### src/logic/sgp_pkg.sv
/*
 * package for the six-bit general-purpose port: register indices, field widths,
 * reset values and the bus address decode constants.
 * assumes an avalon-mm slave with 32-bit data, one word per register.
 */
package sgp_pkg;
	// register indices as printed; byte address is index times four
	localparam logic [7:0] IDX_PIN_LEVEL = 8'h16;
	localparam logic [7:0] IDX_DIRECTION = 8'h17;
	localparam logic [7:0] IDX_OUT_LATCH = 8'h18;
	localparam logic [7:0] IDX_MCU_CTRL = 8'h20;
	localparam int ADDR_W = 10;
	localparam int NPIN = 6;
	localparam int TOP_PIN = 5;
	localparam int PUD_BIT = 0;
	localparam logic [5:0] DIR_RESET = 6'h00;
	localparam logic [5:0] LATCH_RESET = 6'h00;
	localparam logic MCU_CTRL_RESET = 1'b0;
	localparam logic [5:0] ANALOG_PINS = 6'h3c;
	localparam int SCK_PIN = 2;
	localparam int MISO_PIN = 1;
	localparam int MOSI_PIN = 0;
	localparam int CMP_PIN = 1;
	localparam logic [31:0] UNMAPPED_DATA = 32'h0000_0000;
endpackage

### src/logic/sgp_port.sv
/*
 * six-bit bidirectional general-purpose port with avalon-mm register access.
 * assumes a single 20 mhz clock, synchronous active-high reset, pins arriving
 * synchronous to the clock, and an external pad that resolves pull-up, drive
 * and enable signals into a wire level.
 */
// Design decision made here: register access over Avalon-MM.
`timescale 1ns/1ps

module sgp_port
(
	input wire logic i_clock,
	input wire logic i_rst,
	input wire logic i_clk_en,
	input wire logic [9:0] i_avs_address,
	input wire logic i_avs_read,
	input wire logic i_avs_write,
	input wire logic [31:0] i_avs_writedata,
	input wire logic [3:0] i_avs_byteenable,
	output logic [31:0] o_avs_readdata,
	output logic o_avs_waitrequest,
	input wire logic [5:0] i_pin,
	output logic [5:0] o_pin_out,
	output logic [5:0] o_pin_oe,
	output logic [5:0] o_pin_pullup,
	input wire logic i_reset_pin_disable_fuse,
	input wire logic i_sleep_deep,
	input wire logic i_prog_mode,
	input wire logic i_prog_miso,
	input wire logic i_cmp_enable,
	input wire logic i_cmp_out,
	output logic [5:0] o_pin_change_level,
	output logic o_ext_int_zero_level,
	output logic o_counter_zero_ext_clock,
	output logic o_prog_sck,
	output logic o_prog_mosi,
	output logic o_ext_reset_n
);
	// ****************************************************************
	// register state and bus decode
	// ****************************************************************
	logic [5:0] direction_control_r;
	logic [5:0] output_data_latch_r;
	logic global_pullup_disable_r;
	logic [5:0] sync1_r;
	logic [5:0] sync2_r;
	logic ack_r;
	logic [7:0] reg_index;
	logic word_ok;
	logic wr_dir;
	logic wr_lat;
	logic wr_mcu;
	logic [5:0] pin_live;
	logic [5:0] out_nxt;
	logic [5:0] oe_nxt;
	logic [5:0] pu_nxt;
	logic top_as_reset;
	logic [31:0] rdata_nxt;

	// word addressing: low two address bits must be zero
	assign reg_index = i_avs_address[9:2];
	assign word_ok = (i_avs_address[1:0] == 2'b00);
	// write takes effect on the edge where waitrequest is seen low
	assign wr_dir = i_avs_write && ack_r && word_ok && (reg_index == sgp_pkg::IDX_DIRECTION) && i_avs_byteenable[0];
	assign wr_lat = i_avs_write && ack_r && word_ok && (reg_index == sgp_pkg::IDX_OUT_LATCH) && i_avs_byteenable[0];
	assign wr_mcu = i_avs_write && ack_r && word_ok && (reg_index == sgp_pkg::IDX_MCU_CTRL) && i_avs_byteenable[0];
	assign top_as_reset = !i_reset_pin_disable_fuse;

	// one wait cycle per access: waitrequest drops the cycle after request rises
	// waitrequest kept in its own flop so the bus output has no gate after it
	always_ff @(posedge i_clock)
	begin
		if (i_rst)
		begin
			ack_r <= 1'b0;
			o_avs_waitrequest <= 1'b1;
		end
		else if (i_clk_en)
		begin
			ack_r <= (i_avs_read || i_avs_write) && !ack_r;
			o_avs_waitrequest <= !((i_avs_read || i_avs_write) && !ack_r);
		end
	end

	// direction register; each bit stored independently so bit set/clear is safe
	always_ff @(posedge i_clock)
	begin
		if (i_rst)
			direction_control_r <= sgp_pkg::DIR_RESET;
		else if (i_clk_en && wr_dir)
			direction_control_r <= i_avs_writedata[5:0];
	end

	// output data latch
	always_ff @(posedge i_clock)
	begin
		if (i_rst)
			output_data_latch_r <= sgp_pkg::LATCH_RESET;
		else if (i_clk_en && wr_lat)
			output_data_latch_r <= i_avs_writedata[5:0];
	end

	// control word holding the global pull-up disable
	always_ff @(posedge i_clock)
	begin
		if (i_rst)
			global_pullup_disable_r <= sgp_pkg::MCU_CTRL_RESET;
		else if (i_clk_en && wr_mcu)
			global_pullup_disable_r <= i_avs_writedata[sgp_pkg::PUD_BIT];
	end

	// read data, valid on the edge where waitrequest is low
	always_comb
	begin
		rdata_nxt = sgp_pkg::UNMAPPED_DATA;
		if (word_ok)
		begin
			unique case (reg_index)
				sgp_pkg::IDX_PIN_LEVEL: rdata_nxt = {26'h0, sync2_r};
				sgp_pkg::IDX_DIRECTION: rdata_nxt = {26'h0, direction_control_r};
				sgp_pkg::IDX_OUT_LATCH: rdata_nxt = {26'h0, output_data_latch_r};
				sgp_pkg::IDX_MCU_CTRL: rdata_nxt = {31'h0, global_pullup_disable_r};
				default: rdata_nxt = sgp_pkg::UNMAPPED_DATA;
			endcase
		end
	end

	always_ff @(posedge i_clock)
	begin
		if (i_rst)
			o_avs_readdata <= 32'h0000_0000;
		else if (i_clk_en)
			o_avs_readdata <= (i_avs_read && !ack_r) ? rdata_nxt : o_avs_readdata;
	end

	// ****************************************************************
	// input path
	// ****************************************************************

	// sleeping analog pins read low so a mid-rail voltage costs no current
	assign pin_live = i_pin & ~({6{i_sleep_deep}} & sgp_pkg::ANALOG_PINS);

	// two-stage synchronizer; first stage feeds only the second
	always_ff @(posedge i_clock)
	begin
		if (i_rst)
		begin
			sync1_r <= 6'h00;
			sync2_r <= 6'h00;
		end
		else if (i_clk_en)
		begin
			sync1_r <= pin_live;
			sync2_r <= sync1_r;
		end
	end

	// alternate-function and detector feeds, registered from synced levels
	always_ff @(posedge i_clock)
	begin
		if (i_rst)
		begin
			o_pin_change_level <= 6'h00;
			o_ext_int_zero_level <= 1'b0;
			o_counter_zero_ext_clock <= 1'b0;
			o_prog_sck <= 1'b0;
			o_prog_mosi <= 1'b0;
			o_ext_reset_n <= 1'b1;
		end
		else if (i_clk_en)
		begin
			o_pin_change_level <= sync2_r;
			// taken regardless of direction: output activity still triggers
			o_ext_int_zero_level <= !i_prog_mode && sync2_r[sgp_pkg::SCK_PIN];
			o_counter_zero_ext_clock <= sync2_r[sgp_pkg::SCK_PIN];
			o_prog_sck <= i_prog_mode && sync2_r[sgp_pkg::SCK_PIN];
			o_prog_mosi <= i_prog_mode && sync2_r[sgp_pkg::MOSI_PIN];
			o_ext_reset_n <= top_as_reset ? sync2_r[sgp_pkg::TOP_PIN] : 1'b1;
		end
	end

	// ****************************************************************
	// output path
	// ****************************************************************

	// per-pin drive, enable and pull-up for the push-pull pins
	genvar g;
	generate
		for (g = 0; g < sgp_pkg::TOP_PIN; g++)
		begin : g_pp
			always_comb
			begin
				oe_nxt[g] = direction_control_r[g];
				out_nxt[g] = output_data_latch_r[g];
				pu_nxt[g] = !direction_control_r[g] && output_data_latch_r[g] && !global_pullup_disable_r;
				if (i_prog_mode && g == sgp_pkg::MISO_PIN)
				begin
					oe_nxt[g] = 1'b1;
					out_nxt[g] = i_prog_miso;
					pu_nxt[g] = 1'b0;
				end
				else if (i_cmp_enable && g == sgp_pkg::CMP_PIN)
				begin
					// direction still set by software for the compare pin
					out_nxt[g] = i_cmp_out;
				end
			end
		end
	endgenerate

	// top pin: open-drain low only, never a pull-up; reset role ignores bits
	always_comb
	begin
		oe_nxt[sgp_pkg::TOP_PIN] = !top_as_reset && direction_control_r[sgp_pkg::TOP_PIN];
		out_nxt[sgp_pkg::TOP_PIN] = 1'b0;
		pu_nxt[sgp_pkg::TOP_PIN] = 1'b0;
	end

	always_ff @(posedge i_clock)
	begin
		if (i_rst)
		begin
			o_pin_out <= 6'h00;
			o_pin_oe <= 6'h00;
			o_pin_pullup <= 6'h00;
		end
		else if (i_clk_en)
		begin
			o_pin_out <= out_nxt;
			o_pin_oe <= oe_nxt;
			o_pin_pullup <= pu_nxt;
		end
	end

	// ****************************************************************
	// checks
	// ****************************************************************

	chk_dir_reset_zero: assert property (@(posedge i_clock) $fell(i_rst) |-> direction_control_r == 6'h00)
		else $error("direction not zero after reset");

	chk_pullup_gate: assert property (@(posedge i_clock) disable iff (i_rst)
		(i_clk_en && !i_prog_mode && !direction_control_r[0] && output_data_latch_r[0] && !global_pullup_disable_r)
		|=> o_pin_pullup[0])
		else $error("pull-up not enabled on input pin");

	chk_global_pud: assert property (@(posedge i_clock) disable iff (i_rst)
		(i_clk_en && global_pullup_disable_r) |=> o_pin_pullup == 6'h00)
		else $error("pull-up active while globally disabled");

	chk_drive_level: assert property (@(posedge i_clock) disable iff (i_rst)
		(i_clk_en && !i_prog_mode && !i_cmp_enable && direction_control_r[1])
		|=> o_pin_oe[1] && o_pin_out[1] == $past(output_data_latch_r[1]))
		else $error("output pin drive mismatch");

	chk_top_open_drain: assert property (@(posedge i_clock) disable iff (i_rst)
		o_pin_out[5] == 1'b0 && o_pin_pullup[5] == 1'b0)
		else $error("top pin drives high or pulls up");

	chk_reset_ignores: assert property (@(posedge i_clock) disable iff (i_rst)
		(i_clk_en && top_as_reset) |=> !o_pin_oe[5])
		else $error("top pin driven while serving reset");

	chk_sync_depth: assert property (@(posedge i_clock) disable iff (i_rst)
		(i_clk_en [*3]) |-> sync2_r == $past(pin_live, 2))
		else $error("synchronizer depth wrong");

	chk_pin_view_read: assert property (@(posedge i_clock) disable iff (i_rst)
		(i_clk_en && i_avs_read && !ack_r && word_ok && reg_index == sgp_pkg::IDX_PIN_LEVEL)
		|=> o_avs_readdata == {26'h0, $past(sync2_r)})
		else $error("pin view read mismatch");

	chk_upper_zero: assert property (@(posedge i_clock) disable iff (i_rst)
		!o_avs_waitrequest |-> o_avs_readdata[31:6] == 26'h0 || reg_index == sgp_pkg::IDX_MCU_CTRL)
		else $error("upper bits not zero");

	// a pending request is answered after exactly one wait cycle
	chk_wait_released: assert property (@(posedge i_clock) disable iff (i_rst)
		(i_clk_en && (i_avs_read || i_avs_write) && o_avs_waitrequest) |=> !o_avs_waitrequest)
		else $error("waitrequest not released");

	// the pin view takes no writes: direction and latch registers stay put
	chk_view_readonly: assert property (@(posedge i_clock) disable iff (i_rst)
		(i_clk_en && i_avs_write && reg_index == sgp_pkg::IDX_PIN_LEVEL)
		|=> $stable(direction_control_r) && $stable(output_data_latch_r))
		else $error("pin view write changed a register");

	// a direction write stores exactly the six written bits
	chk_dir_write: assert property (@(posedge i_clock) disable iff (i_rst)
		(i_clk_en && wr_dir) |=> direction_control_r == $past(i_avs_writedata[5:0]))
		else $error("direction write not stored");

	// a latch write stores exactly the six written bits
	chk_latch_write: assert property (@(posedge i_clock) disable iff (i_rst)
		(i_clk_en && wr_lat) |=> output_data_latch_r == $past(i_avs_writedata[5:0]))
		else $error("latch write not stored");

	// a cleared direction bit leaves pin three undriven
	chk_input_undriven: assert property (@(posedge i_clock) disable iff (i_rst)
		(i_clk_en && !direction_control_r[3]) |=> !o_pin_oe[3])
		else $error("input pin driven");

	// sleeping analog pins never reach the synchronizer
	chk_analog_mask: assert property (@(posedge i_clock) disable iff (i_rst)
		i_sleep_deep |-> (pin_live & sgp_pkg::ANALOG_PINS) == 6'h00)
		else $error("analog pin receiver not disconnected");

	// detector feed follows the synchronized levels by one register
	chk_change_feed: assert property (@(posedge i_clock) disable iff (i_rst)
		i_clk_en |=> o_pin_change_level == $past(sync2_r))
		else $error("pin change feed mismatch");

	// interrupt feed follows pin two in normal mode, whatever its direction
	chk_int_zero_feed: assert property (@(posedge i_clock) disable iff (i_rst)
		(i_clk_en && !i_prog_mode) |=> o_ext_int_zero_level == $past(sync2_r[2]))
		else $error("interrupt zero feed mismatch");

	// counter clock feed follows pin two
	chk_counter_feed: assert property (@(posedge i_clock) disable iff (i_rst)
		i_clk_en |=> o_counter_zero_ext_clock == $past(sync2_r[2]))
		else $error("counter clock feed mismatch");

	// programming mode drives serial data out on pin one
	chk_prog_pins: assert property (@(posedge i_clock) disable iff (i_rst)
		(i_clk_en && i_prog_mode) |=> o_pin_oe[1] && o_pin_out[1] == $past(i_prog_miso))
		else $error("programming data out mismatch");

	// compare output replaces the latch value on pin one
	chk_cmp_route: assert property (@(posedge i_clock) disable iff (i_rst)
		(i_clk_en && !i_prog_mode && i_cmp_enable) |=> o_pin_out[1] == $past(i_cmp_out))
		else $error("compare output not routed");

	// with the fuse programmed the reset output stays released
	chk_ext_reset_idle: assert property (@(posedge i_clock) disable iff (i_rst)
		(i_clk_en && !top_as_reset) |=> o_ext_reset_n)
		else $error("reset asserted while pin five is general purpose");

	// a low clock enable freezes registers and pin outputs
	chk_freeze_hold: assert property (@(posedge i_clock) disable iff (i_rst)
		!i_clk_en |=> $stable(direction_control_r) && $stable(o_pin_oe) && $stable(sync2_r))
		else $error("state changed while clock enable low");
endmodule

### config.mk
export PLATFORM = sky130hd
export DESIGN_NAME = sgp_port
export DESIGN_NICKNAME = d
export VERILOG_FILES = /design/src/logic/sgp_pkg.sv /design/src/logic/sgp_port.sv
export SDC_FILE = /design/constraint.sdc
export NUM_CORES = 1
export LEC_CHECK = 0
export BUFFER_PORTS_ARGS = -buffer_cell sky130_fd_sc_hd__buf_2
export CAP_MARGIN = 10
export CELL_PAD_IN_SITES_DETAIL_PLACEMENT = 0
export CELL_PAD_IN_SITES_GLOBAL_PLACEMENT = 1
export CORE_MARGIN = 2
export CORE_UTILIZATION = 33
export CTS_CLUSTER_SIZE = 10
export DETAILED_ROUTE_END_ITERATION = 8
export PLACE_DENSITY = 0.91
export SLEW_MARGIN = 20
export SYNTH_ARGS = -nofsm -noshare
export SYNTH_HDL_FRONTEND = slang
export SYNTH_SLANG_ARGS = --single-unit
### constraint.sdc
create_clock -name i_clock -period 1.7 [get_ports i_clock]
set_input_delay 0 -clock i_clock [delete_from_list [all_inputs] [get_ports i_clock]]
set_output_delay 0 -clock i_clock [all_outputs]
set_load 0.02 [all_outputs]
== Yosys cells after proc, flatten, opt, wreduce, memory -nomap -nowiden ==
Index checks and enable logic that the tools add are counted.

* Register bits: 86
* Bits in latches: 0
* Memory bits (writable): 0
* Memory bits (read-only): 0
* Bits of input ports: 63
* Output and inout bits: 62
* Memories: 0

* Add/subtract/negate cells: 0
* Multipliers: 0
* Div/mod/pow operators: 0
* $lt $le $gt $ge: 0
* Eq/ne operators: 4
* Shift-type cells: 0
* Muxes and demuxes: 7
* Bitwise operators: 2
* Reduce and logical (&&, ||, !) cells: 39

{| class="wikitable"
|+ Operator list
! operator !! number
|-
| logical AND 1 bit || 27
|-
| equality test 8 x 5 -> 1 bit (second input constant) || 3
|-
| case mux 6 bit (4 select lines) || 1
|-
| logical NOT 1 bit || 9
|-
| equality test 8 x 6 -> 1 bit (second input constant) || 1
|-
| bitwise AND 6 bit || 1
|-
| 2-to-1 mux 6 bit || 1
|-
| NOT 6 bit || 1
|-
| 2-to-1 mux 1 bit || 5
|-
| logical NOT 2 bit || 1
|-
| AND reduction 2 bit || 1
|-
| logical OR 1 bit || 1
|}

== Logic depth before layout (Yosys ltp) ==
* Word-level depth: 5
* Mapped depth: 5
* Gate-level depth less buffers: 4

== Worst setup path before layout ==
No wires, ideal clock.

* Path kind: input to register
* From: in i_avs_address[3]
* To: reg output_data_latch_r[0]
* Library setup time: 0.128 ns
* Arrival time: 1.416 ns
* Slack: 0.156 ns
* Cell stages on the path: 5
* Path buffers: 1
* Cells stage by stage: buf_6 -> or4b_4 -> nor4_4 -> mux2i_1 -> nor2_1

* Word-level cells in the longest chain between the ends: 4

{| class="wikitable"
|+ RTL lines
! element !! line !! source
|-
| start, declared || sgp_port.sv:15 || <nowiki>input wire logic [9:0] i_avs_address,</nowiki>
|-
| equality test 8 x 5 -> 1 bit || sgp_port.sv:65 || <nowiki>assign wr_lat = i_avs_write && ack_r && word_ok && (reg_index == sgp_pkg::IDX_OUT_LATCH) && i_avs_byteenable[0 ...</nowiki>
|-
| logical AND 1 bit (2 in a row) || sgp_port.sv:65 ||
|-
| logical AND 1 bit || sgp_port.sv:99 || <nowiki>else if (i_clk_en && wr_lat)</nowiki>
|-
| end signal, assigned || sgp_port.sv:98 || <nowiki>output_data_latch_r <= sgp_pkg::LATCH_RESET;</nowiki>
|-
| end signal, assigned || sgp_port.sv:100 || <nowiki>output_data_latch_r <= i_avs_writedata[5:0];</nowiki>
|-
| end, declared || sgp_port.sv:43 || <nowiki>logic [5:0] output_data_latch_r;</nowiki>
|}

No other way between the ends.
A chain may end at the register's enable or synchronous reset.

== Worst setup path after layout ==
* From: reg ack_r
* To: reg output_data_latch_r[5]

* Word-level cells in the longest chain between the ends: 5

{| class="wikitable"
|+ RTL lines
! element !! line !! source
|-
| start, declared || sgp_port.sv:47 || <nowiki>logic ack_r;</nowiki>
|-
| start signal, assigned || sgp_port.sv:80 || <nowiki>ack_r <= (i_avs_read || i_avs_write) && !ack_r;</nowiki>
|-
| logical AND 1 bit (4 in a row) || sgp_port.sv:65 ||
|-
| logical AND 1 bit || sgp_port.sv:99 ||
|}

No other way between the ends.

==> out/results.ini <==
[die]
die-area_sq_um = 8708
initial_core_util = 0.3407
io_pins = 125
die_w_um = 93.32
die_h_um = 93.32
std_cell_rows = 32
core_sq_um = 7727

[power_and_ir_drop]
p_clk_frac = 0.395
cellLeakagePower_nw = 1.487
p_total_mw = 2.809
pwr-share-comb = 0.101
powerDensity_nw_per_um2 = 853.9
power.switching_mw = 0.6979
netSwitchingFraction = 0.2485
ir_worst_vdd_v = 0.0005800
internal_power_mw = 2.111
power_frac_seq = 0.504

[placed_design]
place_ws_ps = 17.78
dp_cells = 448
io_buffer_count = 67
place_congestion = 0.7706
hpwlAfterDp_um = 4579
dpl_cell_area_sq_um = 2977

[worst_setup_path]
cp-start-kind = flop
r2r_slack_ps = 230
cp-endpoint = output_data_latch_r[5]
path_max_fanout = 6
cp_top_family = simple AND/OR/NAND/NOR gates
slowest_delay_ps = 350
critPathRequiredTime_ps = 1910
path_buf_inv = 1
worst_path_max_delay_cell = dfxtp_1
cp.arrival_ps = 1680
path_class = flop to flop
worst-path-stages = 5
worstSetupStartpoint = ack_r
r2r-end = output_data_latch_r[5]
r2r_cells = 5
end_kind = flop
r2r-start = ack_r
cp_cell_sequence = nand4_1 > nor4_4 > buf_4 > mux2i_1 > nor2_1

[logic_synthesis]
synthFlopType = dfxtp_1
syn_area_sq_um = 2633
ys_types = 39
ys_ff_latch = 59
async_flop_share = 0
syn_inst = 287
yosys_warnings = 0
synth-edff-count = 0
syn_avg_cell_area_sq_um = 9.173
seq_area_frac_synth = 0.4487

[finish]
final_layout_size_suffix_gt1_frac = 0.2473
final_cells = 478
num-fill-cells = 815
diodes = 0
fin_util = 0.4257
fin_area_sq_um = 3289
final_nets = 434
synthToLayoutAreaGrowth_pct = 24.95

[sta]
setup_ws_ps = 229.4
post-route-period-util = 0.8650
finalHoldViolCount = 0
whs_ps = 50.36
worst_pin_slew_ps = 521.1
period_minus_slack_ps = 1471
rsz0062_at_grt = false
clock_skew_ps = 9.803
fmaxAchievable_mhz = 680.0
maxSlewHeadroom = 0.6526
fin_tns_setup_ps = 0
setup_violations = 0
slew_violations = 0

[global_route]
grt-ovfl-total = 0
grt_pass1_vias = 2128
track_usage = 0.1506
grtUsageMet1 = 0.1972
top_usage_layer = met2
met2_usage = 0.2410
use_met3 = 0.03626
antenna_found_initial = 0
grt_pass1_wl_um = 10230
grt_max_degree = 37

[drt]
wl_per_cell_um = 13.24
dr.pass1.iters = 4
drtIter0Drc = 102
drc = 0
routed_wl_um = 6327
vias = 2178
vias_per_cell = 4.556
ant_nets = 0

[run]
drv.max_cap_violation_count = 0

[cts]
cts.sinks = 59
cts_tree = built
root_buffer = clkbuf_8
htreeDepth = 3
clk_pin_slew_ps = 60
numCtsBuffers = 9
cts_buffer_depth = 2
postCtsSetupBuffers = 0
clkLatencyLatePin_ps = 330
post_cts_resized = 0

[hold_path]
hold_path.class = input pin to flop

[run_status]
status = complete, no violations

metal layers:
layer  up-vias  wire (um)
met2        65       3014
met3         5        325
li1       1101          -
met4         0         53
met1      1007       2933
met5         -          0
power groups by stage:
| stage | Clock [mW] | Combinational, mW | Sequential, mW |
|---|---|---|---|
| 2_1_floorplan | 0 | 0.216 | 1.45 |
| 3_3_place_gp | 0 | 0.253 | 1.45 |
| 3_5_place_dp | 0 | 0.258 | 1.45 |
| 4_1_cts | 1.14 | 0.284 | 1.42 |
| 5_1_grt | 1.22 | 0.312 | 1.42 |
| 6_report | 1.11 | 0.284 | 1.42 |
cell type report:
class | count | area, sq um | area share
timing repair buffer | 89 | 535.5 | 0.1628
clock inverter | 2 | 10.01 | 0.003043
sequential | 59 | 1181 | 0.3591
inverter | 2 | 7.507 | 0.002282
tap | 102 | 127.6 | 0.03880
multi-input combinational | 210 | 1265 | 0.3846
clock buffer | 14 | 162.7 | 0.04945
cell families (layout without fill, tap and decap cells):
family,Yosys count,count (layout),share of synthesized area
simple gates,110,110,0.2034
flops,59,59,0.4487
buf+inv,45,107,0.1093
compound gates,36,36,0.1003
mux,36,36,0.1369
other cells,1,28,0.001424
cells in the final DEF, fill, tap and decap left out, drive strengths merged:
cell type	Yosys	layout
a2111oi	1	1
a211oi	1	1
a21oi	13	13
a221oi	1	1
a22o	5	5
a22oi	8	8
a311oi	1	1
a41o	1	1
and3b	1	1
and4b	1	1
buf	33	75
clkbuf	10	14
clkinv	1	3
conb	1	28
dfxtp	59	59
dlygate4sd3	0	14
inv	1	1
mux2i	36	36
nand2	27	27
nand2b	3	3
nand3	7	7
nand4	2	2
nand4b	1	1
nor2	54	54
nor2b	2	2
nor3	1	1
nor4	2	2
nor4b	1	1
nor4bb	1	1
o21ai	3	3
o31a	1	1
o32ai	1	1
or2	2	2
or3	2	2
or4b	3	3
registers in the layout, summed over array words and instances, names as in the netlist:
| name | cells |
|---|---|
| o_pin_change_level | 6 |
| o_pin_out | 5 |
| o_prog_sck | 1 |
| o_prog_mosi | 1 |
| ack_r | 1 |
| direction_control_r | 6 |
| sync1_r | 6 |
| o_pin_oe | 6 |
| o_ext_reset_n | 1 |
| o_ext_int_zero_level | 1 |
| sync2_r | 6 |
| output_data_latch_r | 6 |
| o_pin_pullup | 5 |
| o_avs_readdata | 6 |
| global_pullup_disable_r | 1 |
| o_avs_waitrequest | 1 |
worst min path at each step:
stage	cells past startpoint	end	from
floorplan	2	sync1_r[2]	i_pin[2]
global placement	3	sync1_r[5]	i_pin[5]
detailed placement	3	sync1_r[1]	i_pin[1]
CTS	5	sync1_r[4]	i_pin[4]
global route	5	o_pin_out[1]	i_prog_miso
finish	5	sync1_r[4]	i_pin[4]
Yosys cell counts, drive strengths merged (2+ instances only):
cell / number / area [sq um]
dfxtp: 59 / 1181
a21oi: 13 / 65.06
mux2i: 36 / 360.4
o21ai: 3 / 15.01
clkbuf: 10 / 37.54
nand2: 27 / 101.4
nor2: 54 / 202.7
or3: 2 / 12.51
nand2b: 3 / 18.77
a22oi: 8 / 60.06
buf: 33 / 242.7
nor2b: 2 / 12.51
nand4: 2 / 12.51
or4b: 3 / 33.78
or2: 2 / 12.52
nor4: 2 / 42.54
nand3: 7 / 35.03
a22o: 5 / 43.79
repair_timing:
item                                   in CTS  in global routing
hold buffers                               14                  0
setup endpoints to repair                   0                  0
endpoints found under the hold margin      21                  0
worst min-delay path: cells and delay by family:
| kind | cells | cell delay (ps) |
|---|---|---|
| AO/OA/AOI/OAI | 1 | 50 |
| AND/OR/NAND/NOR | 3 | 210 |
| buffers and inverters | 1 | 80 |
Power figures use the tool's default switching activity.
